## src/hmawc_defines.svh

```systemverilog
// register offsets, field positions, reset values and timing counts for the halt/autowake controller
// assumes a 32-bit apb slave where each register takes one aligned word
`ifndef HMAWC_DEFINES_SVH
`define HMAWC_DEFINES_SVH

// ---------------------------------------------
// register byte addresses
// ---------------------------------------------
`define HMAWC_OFS_CSR 12'h000
`define HMAWC_OFS_PRESC 12'h004
`define HMAWC_OFS_HALTCFG 12'h008
`define HMAWC_OFS_STATUS 12'h00C

// ---------------------------------------------
// field positions and reset values
// ---------------------------------------------
`define HMAWC_CSR_EN_BIT 0
`define HMAWC_CSR_MEAS_BIT 1
`define HMAWC_CSR_FLAG_BIT 2
`define HMAWC_CSR_RESET 8'h00
`define HMAWC_PRESC_RESET 8'hFF
`define HMAWC_HALT_OPCODE 8'h8E

// ---------------------------------------------
// timing
// ---------------------------------------------
`define HMAWC_STAB_CYCLES 9'h100
`define HMAWC_FIXED_DIV 8'h40
`define HMAWC_RST_PULSE_NS 42000

`endif

```

## src/hmawc_pkg.sv

```systemverilog
// types shared by the halt/autowake controller
// assumes nothing beyond a systemverilog compiler
package hmawc_pkg;
   // gray coded along halt -> stabilise -> run; run -> halt flips both bits
   typedef enum logic [1:0] {
      HMAWC_RUN = 2'b00,
      HMAWC_ACTIVE_HALT = 2'b01,
      HMAWC_HALT = 2'b11,
      HMAWC_STAB = 2'b10
   } hmawc_state_type;
endpackage : hmawc_pkg

```

## src/hmawc_top.sv

```systemverilog
// halt, active-halt and auto-wakeup-from-halt controller with apb registers
// assumes the cpu presents each fetched opcode with a strobe, and the rc and wake inputs are asynchronous
//
// What this block does
// - halt picks active-halt when timebase irq or overflow irq with clock 0/1 enabled
// - active-halt wakes only on lite timer, second timer interrupt or reset
// - reset out of active-halt waits 256 cycles before reset vector fetch
// - interrupt out of active-halt resumes at once, no stabilisation delay
// - entering active-halt clears the interrupt mask bit
// - active-halt keeps only main oscillator and selected timer clocked
// - active-halt with watchdog-halt option cleared gives no watchdog reset
// - plain halt when active-halt disabled; exit by reset or halt-capable interrupt
// - plain halt exit restarts oscillator and waits 256 cycles
// - entering plain halt forces interrupt mask to 0
// - plain halt stops main oscillator and internal peripherals
// - halt with watchdog on resets or not per watchdog-halt option
// - opcode 0x8E is decoded as the halt instruction
// - halt with autowake enable starts the rc oscillator as wake time base
// - elapsed autowake delay sets flag, raises interrupt, restarts oscillator with 256-cycle wait
// - read of autowake control/status clears flag and pending interrupt
// - measure bit in run routes rc clock to lite timer capture
// - autowake halt otherwise behaves as plain halt
// - bit 2 is hardware-set flag, write-ignored; bits 7:3 reserved
// - bit 1 enables rc oscillator and capture connection
// - bit 0 enables autowake from halt, software set and clear
// - prescaler 1..255 divides, resets to FFh, write of 00h ignored
//
// The implementer's own choices: the register offsets and the APB register port.
`timescale 1ns/10ps
`include "hmawc_defines.svh"

module hmawc_top (
   // clock and reset
   input wire logic CLK,
   input wire logic RST_N,
   // apb slave
   input wire logic PSEL,
   input wire logic PENABLE,
   input wire logic PWRITE,
   input wire logic [11:0] PADDR,
   input wire logic [31:0] PWDATA,
   output logic [31:0] PRDATA,
   output logic PREADY,
   output logic PSLVERR,
   // cpu side
   input wire logic OPCODE_VALID,
   input wire logic [7:0] OPCODE,
   input wire logic CPU_RESET_REQ,
   input wire logic IRQ_PENDING,
   // timer and watchdog configuration
   input wire logic TIMEBASE_IRQ_ENABLE,
   input wire logic OVERFLOW_IRQ_ENABLE,
   input wire logic SECOND_TIMER_CLOCK_SEL_HI,
   input wire logic SECOND_TIMER_CLOCK_SEL_LO,
   input wire logic WATCHDOG_ENABLED,
   input wire logic WATCHDOG_HALT_OPTION,
   // asynchronous wake sources
   input wire logic LITE_TIMER_IRQ,
   input wire logic SECOND_TIMER_IRQ,
   input wire logic HALT_EXIT_IRQ,
   input wire logic AUTOWAKE_RC_CLK,
   // outputs
   output logic MAIN_OSC_ON,
   output logic TIMER_CLK_EN,
   output logic PERIPH_CLK_EN,
   output logic CPU_STALL,
   output logic CLEAR_IRQ_MASK,
   output logic FETCH_RESET_VECTOR,
   output logic SERVICE_IRQ,
   output logic WATCHDOG_RESET,
   output logic AUTOWAKE_IRQ,
   output logic AUTOWAKE_RC_EN,
   output logic LITE_TIMER_CAPTURE
);

   // ---------------------------------------------
   // input synchronisers: a change counts when stages two and three agree
   // ---------------------------------------------
   // bit order: lite timer irq, second timer irq, halt-exit irq, rc clock
   // the rc clock is treated as a level, so its edges are found after the filter
   logic [3:0] async_in;
   logic [3:0] s1_q, s2_q, s3_q, s1_d, s2_d, s3_d;
   logic [3:0] filt_q, filt_d;
   assign async_in = {AUTOWAKE_RC_CLK, HALT_EXIT_IRQ, SECOND_TIMER_IRQ, LITE_TIMER_IRQ};

   genvar gi;
   generate
      for (gi = 0; gi < 4; gi = gi + 1) begin : g_sync
         always_comb begin
            s1_d[gi] = async_in[gi];
            s2_d[gi] = s1_q[gi];
            s3_d[gi] = s2_q[gi];
            filt_d[gi] = (s2_q[gi] == s3_q[gi]) ? s3_q[gi] : filt_q[gi];
         end
      end
   endgenerate

   always_ff @(posedge CLK or negedge RST_N) begin
      if (!RST_N) begin
         s1_q <= 4'h0;
         s2_q <= 4'h0;
         s3_q <= 4'h0;
         filt_q <= 4'h0;
      end else begin
         s1_q <= s1_d;
         s2_q <= s2_d;
         s3_q <= s3_d;
         filt_q <= filt_d;
      end
   end

   logic lt_irq, at_irq, hx_irq, rc_lvl;
   assign lt_irq = filt_q[0];
   assign at_irq = filt_q[1];
   assign hx_irq = filt_q[2];
   assign rc_lvl = filt_q[3];

   // ---------------------------------------------
   // apb register file
   // ---------------------------------------------
   logic en_q, en_d, meas_q, meas_d, flag_q, flag_d;
   logic [7:0] presc_q, presc_d;
   logic [31:0] prdata_q, prdata_d;
   logic pready_q, pready_d, pslverr_q, pslverr_d;
   logic acc, wr, rd, mapped, rd_csr, aw_event;
   hmawc_pkg::hmawc_state_type st_q, st_d;

   function automatic logic is_mapped(input logic [11:0] a);
      is_mapped = (a == `HMAWC_OFS_CSR) || (a == `HMAWC_OFS_PRESC) ||
                  (a == `HMAWC_OFS_HALTCFG) || (a == `HMAWC_OFS_STATUS);
   endfunction : is_mapped

   // one wait state: pready rises in the cycle after the access is taken
   assign acc = PSEL && PENABLE && !pready_q;
   assign wr = acc && PWRITE;
   assign rd = acc && !PWRITE;
   assign mapped = is_mapped(PADDR);
   assign rd_csr = rd && (PADDR == `HMAWC_OFS_CSR);

   always_comb begin
      en_d = en_q;
      meas_d = meas_q;
      presc_d = presc_q;
      prdata_d = prdata_q;
      pready_d = acc;
      pslverr_d = acc && !mapped;
      if (wr && PADDR == `HMAWC_OFS_CSR) begin
         en_d = PWDATA[`HMAWC_CSR_EN_BIT];
         meas_d = PWDATA[`HMAWC_CSR_MEAS_BIT];
      end
      if (wr && PADDR == `HMAWC_OFS_PRESC && PWDATA[7:0] != 8'h00) begin
         presc_d = PWDATA[7:0];
      end
      // flag bit ignores writes; a new event wins over the read clear
      flag_d = aw_event ? 1'b1 : (rd_csr ? 1'b0 : flag_q);
      if (rd) begin
         case (PADDR)
            `HMAWC_OFS_CSR: prdata_d = {29'h0, flag_q, meas_q, en_q};
            `HMAWC_OFS_PRESC: prdata_d = {24'h0, presc_q};
            `HMAWC_OFS_HALTCFG: prdata_d = {28'h0, SECOND_TIMER_CLOCK_SEL_HI, SECOND_TIMER_CLOCK_SEL_LO,
                                             OVERFLOW_IRQ_ENABLE, TIMEBASE_IRQ_ENABLE};
            `HMAWC_OFS_STATUS: prdata_d = {30'h0, st_q};
            default: prdata_d = 32'h0000_0000;
         endcase
      end
   end

   always_ff @(posedge CLK or negedge RST_N) begin
      if (!RST_N) begin
         en_q <= 1'b0;
         meas_q <= 1'b0;
         flag_q <= 1'b0;
         presc_q <= `HMAWC_PRESC_RESET;
         prdata_q <= 32'h0000_0000;
         pready_q <= 1'b0;
         pslverr_q <= 1'b0;
      end else begin
         en_q <= en_d;
         meas_q <= meas_d;
         flag_q <= flag_d;
         presc_q <= presc_d;
         prdata_q <= prdata_d;
         pready_q <= pready_d;
         pslverr_q <= pslverr_d;
      end
   end

   // ---------------------------------------------
   // halt sequencer
   // ---------------------------------------------
   logic halt_op, ah_enable, wake_ah, wake_halt;
   logic [8:0] stab_q, stab_d;
   logic from_reset_q, from_reset_d, aw_run_q, aw_run_d;
   logic [7:0] fdiv_q, fdiv_d, pcnt_q, pcnt_d;
   logic rc_prev_q, rc_prev_d, rc_rise;
   logic clr_mask_d, svc_d, fetch_d, wdg_d;

   assign halt_op = OPCODE_VALID && (OPCODE == `HMAWC_HALT_OPCODE);
   assign ah_enable = TIMEBASE_IRQ_ENABLE ||
                      (OVERFLOW_IRQ_ENABLE && !SECOND_TIMER_CLOCK_SEL_HI && SECOND_TIMER_CLOCK_SEL_LO);
   assign wake_ah = lt_irq || at_irq;
   assign wake_halt = hx_irq || IRQ_PENDING;
   assign rc_rise = rc_lvl && !rc_prev_q;
   // delay: rc edges through the fixed divider, then the prescaler
   assign aw_event = aw_run_q && rc_rise && (fdiv_q == `HMAWC_FIXED_DIV - 8'h01) &&
                     (pcnt_q == presc_q - 8'h01);

   always_comb begin
      st_d = st_q;
      stab_d = stab_q;
      from_reset_d = from_reset_q;
      aw_run_d = aw_run_q;
      fdiv_d = fdiv_q;
      pcnt_d = pcnt_q;
      rc_prev_d = rc_lvl;
      clr_mask_d = 1'b0;
      svc_d = 1'b0;
      fetch_d = 1'b0;
      wdg_d = 1'b0;
      case (st_q)
         hmawc_pkg::HMAWC_RUN: begin
            if (halt_op) begin
               clr_mask_d = 1'b1;
               if (WATCHDOG_ENABLED && WATCHDOG_HALT_OPTION) begin
                  wdg_d = 1'b1;
               end else if (ah_enable) begin
                  st_d = hmawc_pkg::HMAWC_ACTIVE_HALT;
               end else begin
                  st_d = hmawc_pkg::HMAWC_HALT;
                  aw_run_d = en_q;
                  fdiv_d = 8'h00;
                  pcnt_d = 8'h00;
               end
            end
         end
         hmawc_pkg::HMAWC_ACTIVE_HALT: begin
            if (CPU_RESET_REQ) begin
               st_d = hmawc_pkg::HMAWC_STAB;
               from_reset_d = 1'b1;
               stab_d = 9'h000;
            end else if (wake_ah) begin
               st_d = hmawc_pkg::HMAWC_RUN;
               svc_d = 1'b1;
            end
         end
         hmawc_pkg::HMAWC_HALT: begin
            if (aw_run_q && rc_rise) begin
               fdiv_d = (fdiv_q == `HMAWC_FIXED_DIV - 8'h01) ? 8'h00 : fdiv_q + 8'h01;
               if (fdiv_q == `HMAWC_FIXED_DIV - 8'h01) begin
                  pcnt_d = pcnt_q + 8'h01;
               end
            end
            if (CPU_RESET_REQ || wake_halt || aw_event) begin
               st_d = hmawc_pkg::HMAWC_STAB;
               from_reset_d = CPU_RESET_REQ;
               stab_d = 9'h000;
               aw_run_d = 1'b0;
            end
         end
         hmawc_pkg::HMAWC_STAB: begin
            stab_d = stab_q + 9'h001;
            if (stab_q == `HMAWC_STAB_CYCLES - 9'h001) begin
               st_d = hmawc_pkg::HMAWC_RUN;
               fetch_d = from_reset_q;
               svc_d = !from_reset_q;
               from_reset_d = 1'b0;
            end
         end
         default: st_d = hmawc_pkg::HMAWC_RUN;
      endcase
   end

   always_ff @(posedge CLK or negedge RST_N) begin
      if (!RST_N) begin
         st_q <= hmawc_pkg::HMAWC_RUN;
         stab_q <= 9'h000;
         from_reset_q <= 1'b0;
         aw_run_q <= 1'b0;
         fdiv_q <= 8'h00;
         pcnt_q <= 8'h00;
         rc_prev_q <= 1'b0;
         CLEAR_IRQ_MASK <= 1'b0;
         SERVICE_IRQ <= 1'b0;
         FETCH_RESET_VECTOR <= 1'b0;
         WATCHDOG_RESET <= 1'b0;
      end else begin
         st_q <= st_d;
         stab_q <= stab_d;
         from_reset_q <= from_reset_d;
         aw_run_q <= aw_run_d;
         fdiv_q <= fdiv_d;
         pcnt_q <= pcnt_d;
         rc_prev_q <= rc_prev_d;
         CLEAR_IRQ_MASK <= clr_mask_d;
         SERVICE_IRQ <= svc_d;
         FETCH_RESET_VECTOR <= fetch_d;
         WATCHDOG_RESET <= wdg_d;
      end
   end

   // ---------------------------------------------
   // clock gating and output registers
   // ---------------------------------------------
   logic osc_d, tmr_d, per_d, stall_d, rcen_d, cap_d;
   always_comb begin
      osc_d = (st_d != hmawc_pkg::HMAWC_HALT);
      tmr_d = (st_d != hmawc_pkg::HMAWC_HALT);
      per_d = (st_d == hmawc_pkg::HMAWC_RUN);
      stall_d = (st_d != hmawc_pkg::HMAWC_RUN);
      rcen_d = aw_run_d || (meas_d && st_d == hmawc_pkg::HMAWC_RUN);
      cap_d = meas_q && st_q == hmawc_pkg::HMAWC_RUN && rc_lvl;
   end

   always_ff @(posedge CLK or negedge RST_N) begin
      if (!RST_N) begin
         MAIN_OSC_ON <= 1'b1;
         TIMER_CLK_EN <= 1'b1;
         PERIPH_CLK_EN <= 1'b1;
         CPU_STALL <= 1'b0;
         AUTOWAKE_RC_EN <= 1'b0;
         LITE_TIMER_CAPTURE <= 1'b0;
      end else begin
         MAIN_OSC_ON <= osc_d;
         TIMER_CLK_EN <= tmr_d;
         PERIPH_CLK_EN <= per_d;
         CPU_STALL <= stall_d;
         AUTOWAKE_RC_EN <= rcen_d;
         LITE_TIMER_CAPTURE <= cap_d;
      end
   end

   assign PRDATA = prdata_q;
   assign PREADY = pready_q;
   assign PSLVERR = pslverr_q;
   assign AUTOWAKE_IRQ = flag_q;
endmodule : hmawc_top

```

## config.mk

```make
export PLATFORM = sky130hd
export DESIGN_NAME = hmawc_top
export DESIGN_NICKNAME = d
export VERILOG_FILES = /design/src/hmawc_pkg.sv /design/src/hmawc_top.sv
export VERILOG_INCLUDE_DIRS = /design/src
export SDC_FILE = /design/constraint.sdc
export NUM_CORES = 1
export LEC_CHECK = 0
export BUFFER_PORTS_ARGS = -buffer_cell sky130_fd_sc_hd__buf_2
export CAP_MARGIN = 5
export CORE_UTILIZATION = 45
export DETAILED_ROUTE_END_ITERATION = 10
export GPL_ROUTABILITY_DRIVEN = 0
export PLACE_DENSITY = 0.68
export REMOVE_ABC_BUFFERS = 1
export SYNTH_ARGS = -nofsm -noshare
export SYNTH_HDL_FRONTEND = slang
export SYNTH_SLANG_ARGS = --single-unit
```

## constraint.sdc

```tcl
create_clock -name CLK -period 3.7 [get_ports CLK]
set_input_delay 0 -clock CLK [delete_from_list [all_inputs] [get_ports CLK]]
set_output_delay 0 -clock CLK [all_outputs]
set_load 0.02 [all_outputs]
```

### Word-level counts from Yosys, hierarchy flattened

Cells that the tools add are included.

* output and inout port bits: 45
* logic and storage cells: 148
* register bits after elaboration: 100
* bits of input ports: 70

* $add $sub $neg: 4
* reduce and logical (&&, ||, !) cells: 47
* equality and inequality tests: 23
* muxes and demuxes: 44

Operator list (number)
* $mux W8: 7
* $pmux W8 S2: 2
* $pmux W8 S4: 1
* $pmux W9 S3: 1
* $eq A12 B4 Y1 const B: 2
* $logic_and A1 B1 Y1: 20
* $mux W1: 20
* $mux W9: 2
* $ne A2 B2 Y1 const B: 9
* $add A8 B1 Y8 const B: 2
* $mux W2: 7
* $eq A12 B3 Y1 const B: 1
* $logic_not A12 Y1: 1
* $add A9 B1 Y9 const B: 1
* $eq A9 B8 Y1 const B: 1
* $logic_or A1 B1 Y1: 9
* $eq A8 B6 Y1 const B: 1
* $eq A8 B8 Y1: 1
* $eq A8 B8 Y1 const B: 1
* $pmux W2 S4: 1
* $reduce_bool A8 Y1: 1
* $sub A8 B1 Y8 const B: 1
* $logic_not A1 Y1: 6
* $reduce_and A6 Y1: 1
* 11 further kinds: 19

### Depth between registers and ports, before layout

* depth in word-level cells: 11
* mapped depth: 11
* mapped depth without buffers: 11

### Worst setup path after synthesis

No wires, ideal clock.

* path type: reg2reg
* from: register presc_q[0]
* to: register stab_q[0]
* slack: 0.753 ns
* period minus slack after synthesis: 2.947 ns
* required time: 3.575 ns
* arrival: 2.822 ns
* stages on the path, launching flop included: 10
* setup time: 0.125 ns
* path buffers: 1
* cells stage by stage: dfstp_2 clkbuf_1 inv_1 ha_1 nor2b_1 or3_1 a31o_1 a2111oi_2 nor2_1 mux2_2

* cells in the longest elaborated chain, start to end: 6

Ends and longest elaborated chain
* from (decl): RTL line hmawc_top.sv:122 `logic [7:0] presc_q, presc_d;`
* from (signal assigned): RTL line hmawc_top.sv:173 `` presc_q <= `HMAWC_PRESC_RESET; ``
* from (signal assigned): RTL line hmawc_top.sv:181 `presc_q <= presc_d;`
* $sub A8 B1 Y8: RTL line hmawc_top.sv:206 `(pcnt_q == presc_q - 8'h01);`
* $eq A8 B8 Y1: RTL line hmawc_top.sv:206
* $logic_and A1 B1 Y1: RTL line hmawc_top.sv:205 `` assign aw_event = aw_run_q && rc_rise && (fdiv_q == `HMAWC_FIXED_DIV - 8'h01) && ``
* $logic_or A1 B1 Y1: RTL line hmawc_top.sv:253 `if (CPU_RESET_REQ || wake_halt || aw_event) begin`
* $ne A2 B2 Y1 (no source line)
* $reduce_and A3 Y1 (no source line)
* to (signal assigned): RTL line hmawc_top.sv:288 `stab_q <= stab_d;`
* to (decl): RTL line hmawc_top.sv:192 `logic [8:0] stab_q, stab_d;`

Every way passes these cells.
A chain may end at the register's enable or synchronous reset.

### Final worst setup path

Ends and elaborated chain as after synthesis.

==> flow_summary_export.csv <==
group,metric,value,unit
route,antenna_left,0,
yosys,synth_top_family_by_area,"simple AND/OR/NAND/NOR gates",
global_routing,grt_usage,20.0,%
global_routing,overflow,0,
yosys,synth_compound_area_share,13.9,%
layout,final_common_cell,"dfrtp_1",
yosys,ys_async_sr_fraction,100,%
worst_setup_path,critPathMaxFanout,9,
clock_tree,cts_buffers,9,
clock_tree,cts-root-buf,"clkbuf_8",
power_and_ir_drop,combPwrFrac,22.1,%
timing,finalHoldViolCount,0,
layout,most-common-layout-cells,"66 x dfrtp_1, 65 x buf_2, 50 x nand2_1",
route,via_per_inst,5.29,
timing,min_period,2.88,ns
clock_tree,clockBufferDepth,2,
yosys,yosys.area_share.simple,19.4,%
power_and_ir_drop,pwr-share-seq,43.9,%
worst_setup_path,crit_family,"compound AO/OA/AOI/OAI gates",
global_routing,grt_pass1_vias,3025,
yosys,yosysSeqAreaShare,47.8,%
place,hpwl,5890,um
route,routedWlPerCell,14.2,um
yosys,synth_area,4000,um^2
timing,setup_tns,0,ns
floorplan,initial_core_util,46.1,%
floorplan,chipHeight,96.3,um
job,max_cap_violations,0,
yosys,yosysWarnings,0,
timing,skew,0.0100,ns
place,io_buffers,66,
timing,setup_viol,0,
layout,area_growth,20.6,%
worst_setup_path,critPathLaunchType,"register",
power_and_ir_drop,switching_power,648,uW
yosys,synth_ff_type,"dfrtp_1",
route,drt_iter0_markers,138,
yosys,yosys.area_share.adder,3.81,%
yosys,synth_cell_type_count,56,
global_routing,antenna_found_initial,0,
worst_setup_path,crit_arrival,3.17,ns
global_routing,grt_max_degree,77,
worst_setup_path,cp_slowest_cell,"dfstp_2",
timing,tightestPinTransition,0.938,ns
route,drt_pass1_iterations,4,
run_status,status,"complete, no violations",
clock_tree,clock_sinks,76,
worst_setup_path,crit_chain,"inv_1, ha_1, o21bai_1, a2111oi_0, a311oi_1, a2111oi_2, buf_4, o21a_1, mux2_2",
timing,max_freq,0.347,GHz
layout,drive_gt1_share,22.6,%
route,vias,3194,
global_routing,grt_pass1_wl,14000,um
power_and_ir_drop,power_density,434,nW/um^2
clock_tree,cts_setup_buffers,0,
power_and_ir_drop,power_frac_clock,34.0,%
power_and_ir_drop,intPower,1.45,mW
floorplan,core,8680,um^2
yosys,syn_inst,399,
floorplan,fp-row-count,34,
layout,n_antenna_cell,0,
worst_setup_path,critPathRequiredTime,3.99,ns
route,wl,8560,um
floorplan,die-area,9270,um^2
power_and_ir_drop,p_leak,2.23,nW
worst_setup_path,cpPeakStageDelay,0.63,ns
floorplan,ios,115,
timing,slew-limit-headroom,37.5,%
power_and_ir_drop,max-vdd-ir-drop,0.256,mV
clock_tree,htree_num_levels,3,
layout,utilization,55.6,%
clock_tree,clkTransAtPathRegs,0.08,ns
yosys,synth.avg_cell_area,10.0,um^2
timing,rsz0062_at_grt,"no",
worst_setup_path,critPathBufInv,2,
power_and_ir_drop,p_total,2.10,mW
worst_setup_path,cp-end-kind,"register",
power_and_ir_drop,p_sw_share,30.9,%
min_path,min_path_type,"input pin to register",
worst_setup_path,crit_type,"register to register",
layout,fin_nets,570,
timing,maxSlewViolCount,0,
yosys,ys_ff_latch,76,
yosys,synth-edff-count,0,
floorplan,fp.dieW,96.3,um
yosys,synthXorXnorAreaFrac,2.41,%
route,route.detailed.drc,0,
timing,fin_crit_sh,77.8,%
clock_tree,tritoncts,"built",
yosys,synthMuxAreaShare,5.22,%
clock_tree,clock_latency,0.36,ns
[power groups by stage]
stage / Sequential, mW / Clock [mW] / Combinational [mW]
after floorplan: 0.943 / 0 / 0.291
after global placement: 0.932 / 0 / 0.427
after detailed placement: 0.936 / 0 / 0.439
after CTS: 0.920 / 0.730 / 0.462
after global routing: 0.928 / 0.769 / 0.516
final: 0.920 / 0.712 / 0.463
[kinds of logic after synthesis]
group | after synthesis
multiplexers | 17
adder cells (fa/ha/maj) | 13
buffers and inverters | 52
other | 1
flip-flops | 76
XOR/XNOR | 11
AO/OA/AOI/OAI | 77
AND/OR/NAND/NOR | 152
[final timing paths]
kind,to,cells past startpoint,slack (ns),startpoint
setup / recovery,stab_q[0],9,0.82,presc_q[0]
hold / removal,PRDATA[5],4,0.02,PWRITE
setup reg to reg,stab_q[0],9,0.82,presc_q[0]
hold reg to reg,s2_q[1],0,0.35,s1_q[1]
max in group asynchronous,s2_q[2],2,2.75,RST_N
min in group asynchronous,PRDATA[7],2,0.30,RST_N
[metrics by stage]
step	std cells	worst slack [ns]	hold WS, ns	area, um^2
floorplan	386	0.934	-0.296	3860
global placement	562	0.967	0.108	4340
detailed placement	562	0.900	0.110	4340
CTS	604	0.865	0.00963	4830
global route	604	0.577	0.0372	4830
finish	604	0.821	0.0198	4830
[worst min-delay path: stages]
cell and delay, ns:
buf_2 0.10, nor2_1 0.10, nand2_1 0.08, o21ai_0 0.06
[cell type report]
type                       instances  area (um^2)
inverter                          16         60.1
clock inverter                     5         85.1
clock buffer                      11          141
multi-input combinational        294         1880
timing repair buffer              94          608
fill                             761         3850
tap                              108          135
sequential                        76         1910
[flip-flops by register name, indices dropped and copies added (netlist names), 2 cells and up]
name     count
PRDATA       8
fdiv_q       8
filt_q       4
pcnt_q       8
presc_q      8
s1_q         4
s2_q         4
s3_q         4
st_q         2
stab_q       9
[repair_timing]
action | in CTS | in global routing
hold buffers | 26 | 0
hold endpoints to repair | 86 | 0
gates resized for setup | 0 | 0
[synth_stat cells, drive strengths merged (9+ instances only)]
cell type,number,area [um^2]
dfrtp,66,1650
nand2,50,188
buf,26,193
nor2,24,90.1
o21ai,21,105
inv,16,60.1
mux2,11,124
nand3,11,55.1
nor4,11,68.8
clkbuf,10,37.5
dfstp,10,263
a22o,9,78.8
ha,9,113
[per-layer routing]
metal  GRT usage, %  wire (um)
met1           25.4       3850
met2           33.6       4270
met3           3.95        289
met4           7.84        142
met5              0          0
Power figures use the tool's default switching activity.
